<file path="config.mk">
export PLATFORM = sky130hd
export DESIGN_NAME = txp_top
export DESIGN_NICKNAME = d
export VERILOG_FILES = /design/src/logic/txp_pkg.sv /design/src/logic/txp_pin_sync.sv /design/src/logic/txp_lfsr.sv /design/src/logic/txp_top.sv
export VERILOG_INCLUDE_DIRS = /design/src /design/src/logic
export SDC_FILE = /design/constraint.sdc
export NUM_CORES = 1
export LEC_CHECK = 0
export BUFFER_PORTS_ARGS = -buffer_cell sky130_fd_sc_hd__buf_2
export CAP_MARGIN = 20
export CORE_MARGIN = 4
export CORE_UTILIZATION = 38
export CTS_BUF_LIST = sky130_fd_sc_hd__clkbuf_4 sky130_fd_sc_hd__clkbuf_8 sky130_fd_sc_hd__clkbuf_16
export DETAILED_ROUTE_END_ITERATION = 12
export HOLD_SLACK_MARGIN = 0.1
export PLACE_DENSITY = 0.68
export SYNTH_ARGS = -nofsm -noshare
export SYNTH_HDL_FRONTEND = slang
export SYNTH_SLANG_ARGS = --single-unit
export TNS_END_PERCENT = 10
</file>
<file path="constraint.sdc">
create_clock -name clk_i -period 7.05 [get_ports clk_i]
set_clock_uncertainty 0.05 [all_clocks]
set_input_delay 1.41 -clock clk_i [delete_from_list [all_inputs] [get_ports clk_i]]
set_output_delay 1.41 -clock clk_i [all_outputs]
set_load 0.02 [all_outputs]
</file>
<file path="src/logic/txp_cfg.svh">
`ifndef TXP_CFG_SVH
`define TXP_CFG_SVH

// register byte addresses
`define TXP_ADDR_W 8
`define TXP_ADDR_CTRL 8'h00
`define TXP_ADDR_STATUS 8'h04
`define TXP_ADDR_INT_STATUS 8'h08
`define TXP_ADDR_INT_CLEAR 8'h0C
`define TXP_ADDR_INT_ENABLE 8'h10

// field positions and reset values
`define TXP_CTRL_W 4
`define TXP_CTRL_RESET 4'h8
`define TXP_INIT_BIT 3
`define TXP_INT_W 2
`define TXP_INT_EN_RESET 2'h0
`define TXP_STAT_ERR_BIT 0
`define TXP_STAT_LVL_LSB 4

// axi responses
`define TXP_RESP_OKAY 2'h0
`define TXP_RESP_SLVERR 2'h2

// character path constants
`define TXP_CHAR_W 10
`define TXP_ERR_CHAR 10'h278
`define TXP_MULT_W 5
`define TXP_MULT_FULL 5'h0A
`define TXP_MULT_HALF 5'h14
`define TXP_LFSR_SEED 9'h1FF
`define TXP_LFSR_MSB 8
`define TXP_LFSR_TAP 4

`endif

</file>
<file path="src/logic/txp_pkg.sv">
package txp_pkg;

  // control register layout, high bit first, init latch is bit 3
  typedef struct packed {
    logic init_latch;
    logic selftest;
    logic rate_sel;
    logic clk_sel;
  } txp_ctrl_t;

  // interrupt status, clear and enable layout
  typedef struct packed {
    logic init_done;
    logic phase_err;
  } txp_int_t;

  // source of the outgoing character
  typedef enum logic [1:0] {
    txp_mode_buf,
    txp_mode_bypass,
    txp_mode_selftest
  } txp_mode_t;

endpackage : txp_pkg

</file>
<file path="src/logic/txp_pin_sync.sv">
module txp_pin_sync #(
  parameter int W = 1
) (
  // clock and reset
  input wire logic clk_i,
  input wire logic sys_rst_i,
  // asynchronous pins
  input wire logic [W-1:0] pin_i,
  // filtered levels
  output logic [W-1:0] q_o
);

  logic [W-1:0] s1_reg;
  logic [W-1:0] s2_reg;
  logic [W-1:0] s3_reg;
  logic [W-1:0] q_reg;

  // three stages, a level counts once stages two and three agree
  always_ff @(posedge clk_i or posedge sys_rst_i) begin
    if (sys_rst_i) begin
      s1_reg <= '0;
      s2_reg <= '0;
      s3_reg <= '0;
      q_reg <= '0;
    end else begin
      s1_reg <= pin_i;
      s2_reg <= s1_reg;
      s3_reg <= s2_reg;
      for (int i = 0; i < W; i++) begin
        if (s2_reg[i] == s3_reg[i]) begin
          q_reg[i] <= s3_reg[i];
        end
      end
    end
  end

  assign q_o = q_reg;

endmodule : txp_pin_sync

</file>
<file path="src/logic/txp_lfsr.sv">
`include "txp_cfg.svh"

module txp_lfsr #(
  parameter logic [`TXP_LFSR_MSB:0] SEED = `TXP_LFSR_SEED
) (
  // clock and reset
  input wire logic clk_i,
  input wire logic sys_rst_i,
  // control
  input wire logic en_i,
  input wire logic step_i,
  // pattern character
  output logic [`TXP_CHAR_W-1:0] char_o
);

  logic [`TXP_LFSR_MSB:0] q_reg;
  logic fb;

  // nine stage maximal length feedback
  assign fb = q_reg[`TXP_LFSR_MSB] ^ q_reg[`TXP_LFSR_TAP];

  always_ff @(posedge clk_i or posedge sys_rst_i) begin
    if (sys_rst_i) begin
      q_reg <= SEED;
    end else if (!en_i) begin
      q_reg <= SEED;
    end else if (step_i) begin
      q_reg <= {q_reg[`TXP_LFSR_MSB-1:0], fb};
    end
  end

  assign char_o = {q_reg, fb};

  lfsr_nonzero_a : assert property (
    @(posedge clk_i) disable iff (sys_rst_i)
    en_i |-> q_reg != '0)
    else $error("pattern register locked at zero");

endmodule : txp_lfsr

</file>
<file path="src/logic/txp_top.sv">
// The implementer's own choices: the register offsets and register access over AXI4-Lite.
`include "txp_cfg.svh"

// Summary of operation
// - capture on host clock or reference clock
// - buffer used for host or half-rate capture
// - full-rate reference capture bypasses the buffer
// - error raised on slip, held until init
// - writing init latch zero restarts the buffer
// - error drops only after buffer init
// - error character sent while error stands, except in self-test where the pattern is sent
// - self-test turns register into pattern generator
// - reset leaves self-test disabled
// - parallel inputs ignored during self-test
// - rate select picks multiply by ten or twenty
module txp_top #(
  parameter int DEPTH = 8
) (
  // clock and reset
  input wire logic clk_i,
  input wire logic sys_rst_i,
  // axi4-lite write address
  input wire logic [`TXP_ADDR_W-1:0] s_axi_awaddr_i,
  input wire logic s_axi_awvalid_i,
  output logic s_axi_awready_o,
  // axi4-lite write data
  input wire logic [31:0] s_axi_wdata_i,
  input wire logic [3:0] s_axi_wstrb_i,
  input wire logic s_axi_wvalid_i,
  output logic s_axi_wready_o,
  // axi4-lite write response
  output logic [1:0] s_axi_bresp_o,
  output logic s_axi_bvalid_o,
  input wire logic s_axi_bready_i,
  // axi4-lite read address
  input wire logic [`TXP_ADDR_W-1:0] s_axi_araddr_i,
  input wire logic s_axi_arvalid_i,
  output logic s_axi_arready_o,
  // axi4-lite read data
  output logic [31:0] s_axi_rdata_o,
  output logic [1:0] s_axi_rresp_o,
  output logic s_axi_rvalid_o,
  input wire logic s_axi_rready_i,
  // host parallel pins
  input wire logic [`TXP_CHAR_W-1:0] tx_char_in_i,
  input wire logic tx_host_input_clock_i,
  input wire logic tx_reference_clock_i,
  // character path and status
  output logic [`TXP_CHAR_W-1:0] tx_char_o,
  output logic tx_char_stb_o,
  output logic tx_phase_error_o,
  output logic [`TXP_MULT_W-1:0] tx_pll_mult_o,
  output logic irq_o
);

  localparam int AW = $clog2(DEPTH);
  localparam logic [AW:0] CENTER = (AW + 1)'(DEPTH / 2);
  localparam logic [AW:0] FULL = (AW + 1)'(DEPTH);

  txp_pkg::txp_ctrl_t ctrl_reg;
  txp_pkg::txp_int_t int_stat_reg;
  txp_pkg::txp_int_t int_en_reg;
  txp_pkg::txp_int_t int_set;
  txp_pkg::txp_int_t int_clr;
  txp_pkg::txp_mode_t mode;

  logic [1:0] clk_q;
  logic [`TXP_CHAR_W-1:0] data_q;
  logic host_prev_reg;
  logic ref_prev_reg;
  logic host_rise;
  logic ref_rise;
  logic ref_fall;
  logic char_stb;
  logic cap_stb;
  logic fifo_wr;
  logic fifo_rd;
  logic ovf;
  logic unf;
  logic [`TXP_CHAR_W-1:0] mem_reg [DEPTH];
  logic [AW-1:0] wr_ptr_reg;
  logic [AW-1:0] rd_ptr_reg;
  logic [AW:0] level_reg;
  logic err_reg;
  logic init_pulse_reg;
  logic [`TXP_CHAR_W-1:0] lfsr_char;
  logic [`TXP_CHAR_W-1:0] char_reg;
  logic char_stb_reg;
  logic [`TXP_MULT_W-1:0] mult_reg;
  logic irq_reg;
  logic [31:0] status_word;

  logic awready_reg;
  logic wready_reg;
  logic aw_have_reg;
  logic w_have_reg;
  logic [`TXP_ADDR_W-1:0] aw_addr_reg;
  logic [31:0] wdata_reg;
  logic [3:0] wstrb_reg;
  logic bvalid_reg;
  logic [1:0] bresp_reg;
  logic arready_reg;
  logic rvalid_reg;
  logic [31:0] rdata_reg;
  logic [1:0] rresp_reg;
  logic wr_fire;

  // pin synchronisers
  txp_pin_sync #(
    .W(2)
  ) u_clk_sync (
    .clk_i(clk_i),
    .sys_rst_i(sys_rst_i),
    .pin_i({tx_reference_clock_i, tx_host_input_clock_i}),
    .q_o(clk_q)
  );

  txp_pin_sync #(
    .W(`TXP_CHAR_W)
  ) u_data_sync (
    .clk_i(clk_i),
    .sys_rst_i(sys_rst_i),
    .pin_i(tx_char_in_i),
    .q_o(data_q)
  );

  // edge detection on the filtered clocks
  always_ff @(posedge clk_i or posedge sys_rst_i) begin
    if (sys_rst_i) begin
      host_prev_reg <= 1'b0;
      ref_prev_reg <= 1'b0;
    end else begin
      host_prev_reg <= clk_q[0];
      ref_prev_reg <= clk_q[1];
    end
  end

  assign host_rise = clk_q[0] & ~host_prev_reg;
  assign ref_rise = clk_q[1] & ~ref_prev_reg;
  assign ref_fall = ~clk_q[1] & ref_prev_reg;
  // half-rate reference yields two characters per period
  assign char_stb = ref_rise | (ctrl_reg.rate_sel & ref_fall);
  assign cap_stb = ctrl_reg.clk_sel ? char_stb : host_rise;

  // path selection
  always_comb begin
    if (ctrl_reg.selftest) begin
      mode = txp_pkg::txp_mode_selftest;
    end else if (ctrl_reg.clk_sel && !ctrl_reg.rate_sel) begin
      mode = txp_pkg::txp_mode_bypass;
    end else begin
      mode = txp_pkg::txp_mode_buf;
    end
  end

  assign fifo_wr = cap_stb && (mode == txp_pkg::txp_mode_buf);
  assign fifo_rd = char_stb && (mode == txp_pkg::txp_mode_buf);
  assign ovf = fifo_wr && !fifo_rd && (level_reg == FULL);
  assign unf = fifo_rd && (level_reg == '0);

  // phase-align buffer pointers
  always_ff @(posedge clk_i or posedge sys_rst_i) begin
    if (sys_rst_i) begin
      wr_ptr_reg <= CENTER[AW-1:0];
      rd_ptr_reg <= '0;
      level_reg <= CENTER;
    end else if (init_pulse_reg) begin
      wr_ptr_reg <= CENTER[AW-1:0];
      rd_ptr_reg <= '0;
      level_reg <= CENTER;
    end else begin
      if (fifo_wr && !ovf) begin
        wr_ptr_reg <= wr_ptr_reg + 1'b1;
      end
      if (fifo_rd && !unf) begin
        rd_ptr_reg <= rd_ptr_reg + 1'b1;
      end
      case ({fifo_wr && !ovf, fifo_rd && !unf})
        2'b10: level_reg <= level_reg + 1'b1;
        2'b01: level_reg <= level_reg - 1'b1;
        default: level_reg <= level_reg;
      endcase
    end
  end

  // buffer storage
  always_ff @(posedge clk_i) begin
    if (fifo_wr && !ovf) begin
      mem_reg[wr_ptr_reg] <= data_q;
    end
  end

  // sticky phase error
  always_ff @(posedge clk_i or posedge sys_rst_i) begin
    if (sys_rst_i) begin
      err_reg <= 1'b0;
    end else if (init_pulse_reg) begin
      err_reg <= 1'b0;
    end else if (ovf || unf) begin
      err_reg <= 1'b1;
    end
  end

  // pattern generator
  txp_lfsr u_lfsr (
    .clk_i(clk_i),
    .sys_rst_i(sys_rst_i),
    .en_i(ctrl_reg.selftest),
    .step_i(char_stb),
    .char_o(lfsr_char)
  );

  // outgoing character
  always_ff @(posedge clk_i or posedge sys_rst_i) begin
    if (sys_rst_i) begin
      char_reg <= '0;
      char_stb_reg <= 1'b0;
    end else begin
      char_stb_reg <= char_stb;
      if (char_stb) begin
        case (mode)
          txp_pkg::txp_mode_selftest: char_reg <= lfsr_char;
          txp_pkg::txp_mode_bypass: char_reg <= err_reg ? `TXP_ERR_CHAR : data_q;
          txp_pkg::txp_mode_buf: begin
            if (err_reg || unf) begin
              char_reg <= `TXP_ERR_CHAR;
            end else begin
              char_reg <= mem_reg[rd_ptr_reg];
            end
          end
          default: char_reg <= `TXP_ERR_CHAR;
        endcase
      end
    end
  end

  // multiplier setting
  always_ff @(posedge clk_i or posedge sys_rst_i) begin
    if (sys_rst_i) begin
      mult_reg <= `TXP_MULT_FULL;
    end else begin
      mult_reg <= ctrl_reg.rate_sel ? `TXP_MULT_HALF : `TXP_MULT_FULL;
    end
  end

  // axi write channels
  assign wr_fire = aw_have_reg && w_have_reg && !bvalid_reg;

  always_ff @(posedge clk_i or posedge sys_rst_i) begin
    if (sys_rst_i) begin
      awready_reg <= 1'b1;
      wready_reg <= 1'b1;
      aw_have_reg <= 1'b0;
      w_have_reg <= 1'b0;
      aw_addr_reg <= '0;
      wdata_reg <= '0;
      wstrb_reg <= '0;
      bvalid_reg <= 1'b0;
      bresp_reg <= `TXP_RESP_OKAY;
    end else begin
      if (s_axi_awvalid_i && awready_reg) begin
        aw_addr_reg <= s_axi_awaddr_i;
        aw_have_reg <= 1'b1;
        awready_reg <= 1'b0;
      end
      if (s_axi_wvalid_i && wready_reg) begin
        wdata_reg <= s_axi_wdata_i;
        wstrb_reg <= s_axi_wstrb_i;
        w_have_reg <= 1'b1;
        wready_reg <= 1'b0;
      end
      if (wr_fire) begin
        aw_have_reg <= 1'b0;
        w_have_reg <= 1'b0;
        bvalid_reg <= 1'b1;
        case (aw_addr_reg)
          `TXP_ADDR_CTRL, `TXP_ADDR_STATUS, `TXP_ADDR_INT_STATUS,
          `TXP_ADDR_INT_CLEAR, `TXP_ADDR_INT_ENABLE: bresp_reg <= `TXP_RESP_OKAY;
          default: bresp_reg <= `TXP_RESP_SLVERR;
        endcase
      end
      if (bvalid_reg && s_axi_bready_i) begin
        bvalid_reg <= 1'b0;
        awready_reg <= 1'b1;
        wready_reg <= 1'b1;
      end
    end
  end

  // control register and init strobe
  always_ff @(posedge clk_i or posedge sys_rst_i) begin
    if (sys_rst_i) begin
      ctrl_reg <= txp_pkg::txp_ctrl_t'(`TXP_CTRL_RESET);
      init_pulse_reg <= 1'b0;
    end else begin
      init_pulse_reg <= 1'b0;
      if (wr_fire && aw_addr_reg == `TXP_ADDR_CTRL && wstrb_reg[0]) begin
        ctrl_reg <= txp_pkg::txp_ctrl_t'(wdata_reg[`TXP_CTRL_W-1:0]);
        init_pulse_reg <= !wdata_reg[`TXP_INIT_BIT];
      end
    end
  end

  // interrupts
  assign int_set.phase_err = (ovf || unf) && !err_reg && !init_pulse_reg;
  assign int_set.init_done = init_pulse_reg;
  assign int_clr = (wr_fire && aw_addr_reg == `TXP_ADDR_INT_CLEAR && wstrb_reg[0]) ?
                   txp_pkg::txp_int_t'(wdata_reg[`TXP_INT_W-1:0]) : '0;

  always_ff @(posedge clk_i or posedge sys_rst_i) begin
    if (sys_rst_i) begin
      int_stat_reg <= '0;
    end else begin
      int_stat_reg <= int_set | (int_stat_reg & ~int_clr);
    end
  end

  always_ff @(posedge clk_i or posedge sys_rst_i) begin
    if (sys_rst_i) begin
      int_en_reg <= txp_pkg::txp_int_t'(`TXP_INT_EN_RESET);
    end else if (wr_fire && aw_addr_reg == `TXP_ADDR_INT_ENABLE && wstrb_reg[0]) begin
      int_en_reg <= txp_pkg::txp_int_t'(wdata_reg[`TXP_INT_W-1:0]);
    end
  end

  always_ff @(posedge clk_i or posedge sys_rst_i) begin
    if (sys_rst_i) begin
      irq_reg <= 1'b0;
    end else begin
      irq_reg <= |(int_stat_reg & int_en_reg);
    end
  end

  // axi read channels
  always_comb begin
    status_word = '0;
    status_word[`TXP_STAT_ERR_BIT] = err_reg;
    status_word[`TXP_STAT_LVL_LSB +: AW + 1] = level_reg;
  end

  always_ff @(posedge clk_i or posedge sys_rst_i) begin
    if (sys_rst_i) begin
      arready_reg <= 1'b1;
      rvalid_reg <= 1'b0;
      rdata_reg <= '0;
      rresp_reg <= `TXP_RESP_OKAY;
    end else if (s_axi_arvalid_i && arready_reg) begin
      arready_reg <= 1'b0;
      rvalid_reg <= 1'b1;
      rresp_reg <= `TXP_RESP_OKAY;
      case (s_axi_araddr_i)
        `TXP_ADDR_CTRL: rdata_reg <= {28'h0000000, ctrl_reg};
        `TXP_ADDR_STATUS: rdata_reg <= status_word;
        `TXP_ADDR_INT_STATUS: rdata_reg <= {30'h00000000, int_stat_reg};
        `TXP_ADDR_INT_ENABLE: rdata_reg <= {30'h00000000, int_en_reg};
        `TXP_ADDR_INT_CLEAR: rdata_reg <= '0;
        default: begin
          rdata_reg <= '0;
          rresp_reg <= `TXP_RESP_SLVERR;
        end
      endcase
    end else if (rvalid_reg && s_axi_rready_i) begin
      rvalid_reg <= 1'b0;
      arready_reg <= 1'b1;
    end
  end

  assign s_axi_awready_o = awready_reg;
  assign s_axi_wready_o = wready_reg;
  assign s_axi_bvalid_o = bvalid_reg;
  assign s_axi_bresp_o = bresp_reg;
  assign s_axi_arready_o = arready_reg;
  assign s_axi_rvalid_o = rvalid_reg;
  assign s_axi_rdata_o = rdata_reg;
  assign s_axi_rresp_o = rresp_reg;
  assign tx_char_o = char_reg;
  assign tx_char_stb_o = char_stb_reg;
  assign tx_phase_error_o = err_reg;
  assign tx_pll_mult_o = mult_reg;
  assign irq_o = irq_reg;

  capture_clock_a : assert property (
    @(posedge clk_i) disable iff (sys_rst_i)
    fifo_wr |-> (ctrl_reg.clk_sel ? char_stb : host_rise))
    else $error("buffer written off the selected capture clock");

  buffer_path_a : assert property (
    @(posedge clk_i) disable iff (sys_rst_i)
    (fifo_rd || fifo_wr) |-> (!ctrl_reg.clk_sel || ctrl_reg.rate_sel))
    else $error("buffer used with full-rate reference capture");

  bypass_char_a : assert property (
    @(posedge clk_i) disable iff (sys_rst_i)
    char_stb && mode == txp_pkg::txp_mode_bypass && !err_reg
    |=> tx_char_o == $past(data_q))
    else $error("bypass character not passed straight through");

  err_hold_a : assert property (
    @(posedge clk_i) disable iff (sys_rst_i)
    err_reg && !init_pulse_reg |=> tx_phase_error_o)
    else $error("phase error dropped without buffer init");

  init_restart_a : assert property (
    @(posedge clk_i) disable iff (sys_rst_i)
    init_pulse_reg |=> level_reg == CENTER && rd_ptr_reg == '0)
    else $error("buffer not centred after init");

  err_release_a : assert property (
    @(posedge clk_i) disable iff (sys_rst_i)
    $fell(tx_phase_error_o) |-> $past(init_pulse_reg))
    else $error("phase error cleared without init");

  err_char_a : assert property (
    @(posedge clk_i) disable iff (sys_rst_i)
    char_stb && err_reg && !ctrl_reg.selftest |=> tx_char_o == `TXP_ERR_CHAR)
    else $error("error character not sent during phase error");

  selftest_char_a : assert property (
    @(posedge clk_i) disable iff (sys_rst_i)
    char_stb && ctrl_reg.selftest |=> tx_char_o == $past(lfsr_char))
    else $error("self-test character not from pattern generator");

  selftest_reset_a : assert property (
    @(posedge clk_i)
    $past(sys_rst_i) |-> !ctrl_reg.selftest)
    else $error("self-test enabled after reset");

  input_ignore_a : assert property (
    @(posedge clk_i) disable iff (sys_rst_i)
    ctrl_reg.selftest && !init_pulse_reg |=> $stable(level_reg) && $stable(wr_ptr_reg))
    else $error("parallel input used during self-test");

  mult_select_a : assert property (
    @(posedge clk_i) disable iff (sys_rst_i)
    ctrl_reg.rate_sel ##1 ctrl_reg.rate_sel |-> tx_pll_mult_o == `TXP_MULT_HALF)
    else $error("multiplier does not follow rate select");

  level_bound_a : assert property (
    @(posedge clk_i) disable iff (sys_rst_i)
    level_reg <= FULL)
    else $error("buffer level beyond depth");

  bresp_hold_a : assert property (
    @(posedge clk_i) disable iff (sys_rst_i)
    s_axi_bvalid_o && !s_axi_bready_i |=> s_axi_bvalid_o && $stable(s_axi_bresp_o))
    else $error("write response dropped before taken");

endmodule : txp_top

</file>
**Word-level counts from Yosys, hierarchy flattened**

Memories as Yosys holds them, arrays and structs flattened.
Cells that the tools add are included.

- Register bits: 152
- Memory bits (writable): 80
- Word-level logic and storage cells: 183
- Memories: 1

Memory list:

| name | depth | width | rd ports | clocked after memory_dff | wr ports | line | RTL |
|---|---|---|---|---|---|---|---|
| mem_reg | 8 | 10 | 1 | 0 | 1 | txp_top.sv:80 | `` logic [`TXP_CHAR_W-1:0] mem_reg [DEPTH]; `` |

- Add/sub/neg operators: 4
- Equal/unequal tests: 26
- Mux-type cells: 38
- Bitwise gates (word level): 13
- Reduce and logical (&&, ||, !) cells: 50

Operators by type and width:

| operator | number |
|---|---|
| 8-bit by 4-bit == test with 1-bit output, second input constant | 4 |
| 8-bit one-hot mux with 4 select lines | 1 |
| 10-bit one-hot mux with 3 select lines | 1 |
| 1-bit logical AND | 23 |
| 1-bit 2-to-1 mux | 21 |
| 10-bit 2-to-1 mux | 2 |
| 9-bit 2-to-1 mux | 2 |
| 2-bit nonzero test | 9 |
| 8-bit by 3-bit == test with 1-bit output, second input constant | 2 |
| 8-bit by 5-bit == test with 1-bit output, second input constant | 2 |
| 8-bit logical NOT | 2 |
| 1-bit == test | 12 |
| 3-bit 2-to-1 mux | 4 |
| 5-bit OR reduction | 2 |
| 1-bit logical NOT | 8 |
| 2-bit 2-to-1 mux | 4 |
| 4-bit one-hot mux with 2 select lines | 1 |
| 3-bit by 1-bit adder with 3-bit output, second input constant | 2 |
| 5-bit 2-to-1 mux | 1 |
| 4-bit by 1-bit adder with 4-bit output, second input constant | 1 |
| 1-bit bitwise AND | 4 |
| 2-bit bitwise AND | 2 |
| 2-bit by 1-bit == test with 1-bit output, second input constant | 2 |
| 2-bit == test, second input constant | 2 |
| other kinds (14) | 17 |

**Logic depth before layout (Yosys ltp)**

- Word-level depth: 14
- Gate-level depth with buffers: 11

**Cells and area by module**

Synthesis repeated with hierarchy kept, for this count alone.

- Cell total of the unflattened synthesis: 529
- Area total of the unflattened synthesis: 8111.5 um2

Modules (own cells, without submodules):

| module | instances | cells each | area each (um2) | seq. area each (um2) |
|---|---|---|---|---|
| txp_top | 1 | 434 | 6362.4 | 4062.6 |
| txp_pin_sync (u_data_sync) | 1 | 51 | 1117.3 | 1001.0 |
| txp_lfsr | 1 | 33 | 405.4 | 236.5 |
| txp_pin_sync (u_clk_sync) | 1 | 11 | 226.5 | 200.2 |

**Least setup slack after synthesis**

No wires, ideal clock.

- Path type: reg-to-reg
- Start: register ctrl_reg[0] (netlist name)
- End: register level_reg[3]
- Data arrival time: 2.598 ns
- Data required time: 6.934 ns
- Slack: 4.336 ns
- Cell stages (with the launch flop): 12
- Period minus slack after synthesis: 2.714 ns
- Cell sequence: dfrtp_1 -> buf_2 -> and2b_1 -> o21ai_0 -> nand2_1 -> nor3_1 -> ha_1 -> a21oi_1 -> nand2_1 -> a21oi_1 -> nor4b_1 -> o31a_1

- Word-level cells in the longest chain between the ends: 13
- Elaborated cells between the ends (all ways): 20
- Classes of those cells: 2 x eq/ne; 5 x mux; 13 x reduce/logical

RTL lines:

| what | line | RTL |
|---|---|---|
| from (decl) | txp_top.sv:60 | `txp_pkg::txp_ctrl_t ctrl_reg;` |
| from (signal assigned) | txp_top.sv:293 | `` ctrl_reg <= txp_pkg::txp_ctrl_t'(`TXP_CTRL_RESET); `` |
| from (signal assigned) | txp_top.sv:298 | `` ctrl_reg <= txp_pkg::txp_ctrl_t'(wdata_reg[`TXP_CTRL_W-1:0]); `` |
| 1-bit logical AND | txp_top.sv:149 | `end else if (ctrl_reg.clk_sel && !ctrl_reg.rate_sel) begin` |
| 1-bit 2-to-1 mux | txp_top.sv:149 |  |
| 2-bit 2-to-1 mux | txp_top.sv:147 | `if (ctrl_reg.selftest) begin` |
| 2-bit logical NOT | txp_top.sv:156, txp_top.sv:157 |  |
| 1-bit logical AND | txp_top.sv:157 | `assign fifo_rd = char_stb && (mode == txp_pkg::txp_mode_buf);` |
| 1-bit logical NOT | txp_top.sv:158 | `assign ovf = fifo_wr && !fifo_rd && (level_reg == FULL);` |
| 1-bit logical AND (2 in a row) | txp_top.sv:158 |  |
| 1-bit logical NOT | txp_top.sv:178 | `case ({fifo_wr && !ovf, fifo_rd && !unf})` |
| 1-bit logical AND | txp_top.sv:178 |  |
| 2-bit by 1-bit == test with 1-bit output or 2-bit == test (tied branches) | txp_top.sv:178 |  |
| 4-bit one-hot mux with 2 select lines | txp_top.sv:178 |  |
| 4-bit 2-to-1 mux | txp_top.sv:167 | `end else if (init_pulse_reg) begin` |
| to (signal assigned) | txp_top.sv:179 | `2'b10: level_reg <= level_reg + 1'b1;` |
| to (signal assigned) | txp_top.sv:180 | `2'b01: level_reg <= level_reg - 1'b1;` |
| to (signal assigned) | txp_top.sv:181 | `default: level_reg <= level_reg;` |
| to (decl) | txp_top.sv:83 | `logic [AW:0] level_reg;` |

Several ways; a longest one is shown, not always the timed one.
A chain may end at the register's enable or synchronous reset.

**Worst setup path in the final report**

- Start: register ctrl_reg[1] (netlist name)
- End: memory mem_reg[6][3] (netlist name), enable pin

- Word-level cells in the longest chain between the ends: 13
- Elaborated cells between the ends (all ways): 17
- Classes of those cells: 5 x mux; 2 x bitwise; 10 x reduce/logical

RTL lines:

| what | line | RTL |
|---|---|---|
| 1-bit logical NOT | txp_top.sv:149 |  |
| 1-bit logical AND | txp_top.sv:149 |  |
| 1-bit 2-to-1 mux | txp_top.sv:149 |  |
| 2-bit 2-to-1 mux | txp_top.sv:147 |  |
| 2-bit logical NOT | txp_top.sv:156, txp_top.sv:157 |  |
| 1-bit logical AND | txp_top.sv:157 |  |
| 1-bit logical NOT | txp_top.sv:158 |  |
| 1-bit logical AND (2 in a row) | txp_top.sv:158 |  |
| 1-bit logical NOT | txp_top.sv:188 | `if (fifo_wr && !ovf) begin` |
| 1-bit logical AND (*) | txp_top.sv:188 |  |
| 1-bit 2-to-1 mux (*) | txp_top.sv:188 |  |
| 1-bit 2-to-1 mux (implied by the code) (*) | txp_top.sv:189 | `mem_reg[wr_ptr_reg] <= data_q;` |
| to (decl) | txp_top.sv:80 |  |

Every way passes the cells marked *; elsewhere a longest branch is shown, timed or not.

==> flow_metrics.env <==
export IMPL_max_slew_margin_rel_pct=27.87
export IMPL_setup_viol=0
export IMPL_ctsLongestPathBuffers=3
export IMPL_drt_wl_total_um=15510
export IMPL_crit_arrival_ns=3.59
export IMPL_largest_reg_flops=80
export IMPL_syn_instance_count=550
export IMPL_fp_coreArea_um2=21020
export IMPL_p_comb_share_pct=21.4
export IMPL_critPathRequiredTime_ns=7.11
export IMPL_path_max_fanout=25
export IMPL_dp_hpwl_um=10290
export IMPL_synth_edf_count=80
export IMPL_cts_htree_levels=1
export IMPL_cts_buffers=22
export IMPL_clk_pin_slew_ns=0.06
export IMPL_p_sw_share_pct=29.52
export IMPL_syn_area_um2=8119
export IMPL_worstSetupPathType="reg2reg"
export IMPL_fin_crit_sh_pct=50.06
export IMPL_syn_avg_cell_area_um2=14.76
export IMPL_drtIter0Drc=441
export IMPL_synthTopCellsByCount="dfrtp_1 (107), edfxtp_1 (80), nand2_1 (39), nor2_1 (39), buf_4 (30)"
export IMPL_status="finished clean"
export IMPL_firstDrtPassIters=4
export IMPL_slew_viol_final=0
export IMPL_grt_pass1_vias=4676
export IMPL_grt_usage_pct=12.77
export IMPL_antenna_cells=0
export IMPL_vias_per_cell=4.968
export IMPL_min_path_type="reg2reg"
export IMPL_grt_max_degree=78
export IMPL_start_util_pct=38.62
export IMPL_die_h_um=154.2
export IMPL_post_route_drc_count=0
export IMPL_fmax_ghz=0.2833
export IMPL_reg2reg_to="mem_reg[6][3]"
export IMPL_critPathCaptureType="register"
export IMPL_hold_viol_final=0
export IMPL_clock_root_buffer="clkbuf_16"
export IMPL_hp_start="u_data_sync.s1_reg[6]"
export IMPL_ys_warnings_count=0
export IMPL_holdPathEnd="u_data_sync.s2_reg[6]"
export IMPL_max_stage_delay_ns=0.83
export IMPL_die_area_um2=23770
export IMPL_r2r_slack_ns=3.52
export IMPL_r2r_cells=6
export IMPL_cts_setup_buffers=0
export IMPL_fp_row_count=53
export IMPL_seqPwrFrac_pct=46.4
export IMPL_cts_resized_gates=0
export IMPL_synth_cell_types=54
export IMPL_postCtsHoldBufs=0
export IMPL_period_minus_slack_ns=3.530
export IMPL_synthToLayoutAreaGrowth_pct=16.20
export IMPL_overflow=0
export IMPL_hold_depth=0
export IMPL_startpoint="ctrl_reg[1]"
export IMPL_tns_ns=0
export IMPL_tritoncts="yes"
export IMPL_clk_latency_ns=0.50
export IMPL_cp_start_kind="register"
export IMPL_ys_flop_type="dfrtp_1"
export IMPL_maxCapViolCount=0
export IMPL_worstReg2RegStart="ctrl_reg[1]"
export IMPL_tightest_slew_ns=1.078
export IMPL_yosysTopAreaCellShare_pct=32.98
export IMPL_routedWlPerCell_um=16.88
export IMPL_io_buffers=71
export IMPL_synth_top_area_cell="dfrtp_1"
export IMPL_power_density_nw_per_um2=372.2
export IMPL_yosysMostFrequentCell="dfrtp_1"
export IMPL_pin_count=130
export IMPL_ys_top_cells_by_area="dfrtp_1 (33%), edfxtp_1 (30%), dfstp_2 (5.2%), mux4_2 (4.2%), mux2_2 (3.2%)"
export IMPL_crit_path_top_delay_cell="nor2_1"
export IMPL_post_route_util_pct=44.88
export IMPL_vias=4566
export IMPL_internal_power_mw=2.475
export IMPL_clkPwrFrac_pct=32.2
export IMPL_grt_pass1_wl_um=24870
export IMPL_leakagePower_nw=3.847
export IMPL_ys_seq_area_share_pct=67.75
export IMPL_cts_sinks=203
export IMPL_hold_ws_ns=0.2922
export IMPL_final_nets=704
export IMPL_path_cells="and3b_1, nor2_2, inv_1, o21ai_0, or2_2, nor2_1"
export IMPL_antenna_found_initial=0
export IMPL_ant_nets=0
export IMPL_die_w_um=154.2
export IMPL_rsz0062_at_grt="no"
export IMPL_async_flop_share_pct=60.59
export IMPL_p_sw_mw=1.037
export IMPL_synth_seq_cells=203
export IMPL_p_total_mw=3.512
export IMPL_gp_congestion=0.7990
export IMPL_drive_above_1_share_pct=28.11
export IMPL_irDropWorstVdd_uv=183.5
## cell families after synthesis
family                     count (synthesis)  synth area share, %
other                                      1              0.04619
AOI/OAI and AO/OA                         75                6.473
buffers and inverters                     60                4.315
xor gates and xnor gates                   5               0.5395
and+or+nand+nor                          133                7.968
adders and majority gates                 18                2.466
DFF                                      203                67.75
muxes                                     55                10.45
## power groups by stage
stage          clock network (mW)  logic [mW]  registers (mW)
3_5_place_dp                    0       0.752            1.65
5_1_grt                      1.22       0.818            1.66
3_3_place_gp                    0       0.719            1.63
4_1_cts                      1.17       0.756            1.63
6_report                     1.13       0.752            1.63
2_1_floorplan                   0       0.579            1.61
## per-stage QoR
stage          std cells  instance area (µm²)  worst slack [ns]
4_1_cts              915                 9373             3.393
2_1_floorplan        576                 8217             2.346
3_5_place_dp         875                 8638             3.378
6_report             919                 9434             3.520
3_3_place_gp         875                 8638             3.588
5_1_grt              919                 9434             3.291
## layout make-up
type	instances	area (µm²)
Sequential cell	203	5500
Fill cell	1823	11590
Clock inverter	9	85.08
Tap cell	275	344.1
Clock buffer	31	649.4
Multi-Input combinational cell	313	2376
Inverter	10	40.04
Timing Repair Buffer	78	439.2
## critical path, delay by kind of cell, from the launching register on
kind / cells / cell delay (ns)
and+or+nand+nor: 4 / 1.65
buffers and inverters: 1 / 0.65
DFF: 1 / 0.47
AOI/OAI and AO/OA: 1 / 0.32
## placed cells by master, fill, tap and decap left out, drive strengths merged, types with 7 or more instances in the layout
master    n
a21oi    24
a22o      7
buf      78
clkbuf   31
conb     27
dfrtp   107
dfstp    16
edfxtp   80
inv      12
maj3     13
mux2     23
mux2i    12
mux4     20
nand2    39
nand2b    7
nand3    12
nor2     40
nor3     16
o21ai    15
## metal layers
metal	global-route usage, %	share of wire [%]
met4	3.364	1.9
met3	2.490	5.2
met1	17.39	44
met2	21.17	49
met5	0	0
## how the worst max path moves through the flow
stage | to | slack (ns)
6_report | mem_reg[6][3] | 3.52
5_1_grt | mem_reg[6][3] | 3.29
4_1_cts | mem_reg[4][6] | 3.39
3_5_place_dp | mem_reg[4][7] | 3.38
3_3_place_gp | mem_reg[4][7] | 3.59
2_1_floorplan | aw_addr_reg[0] | 2.35
(Power assumes the default switching activity.)
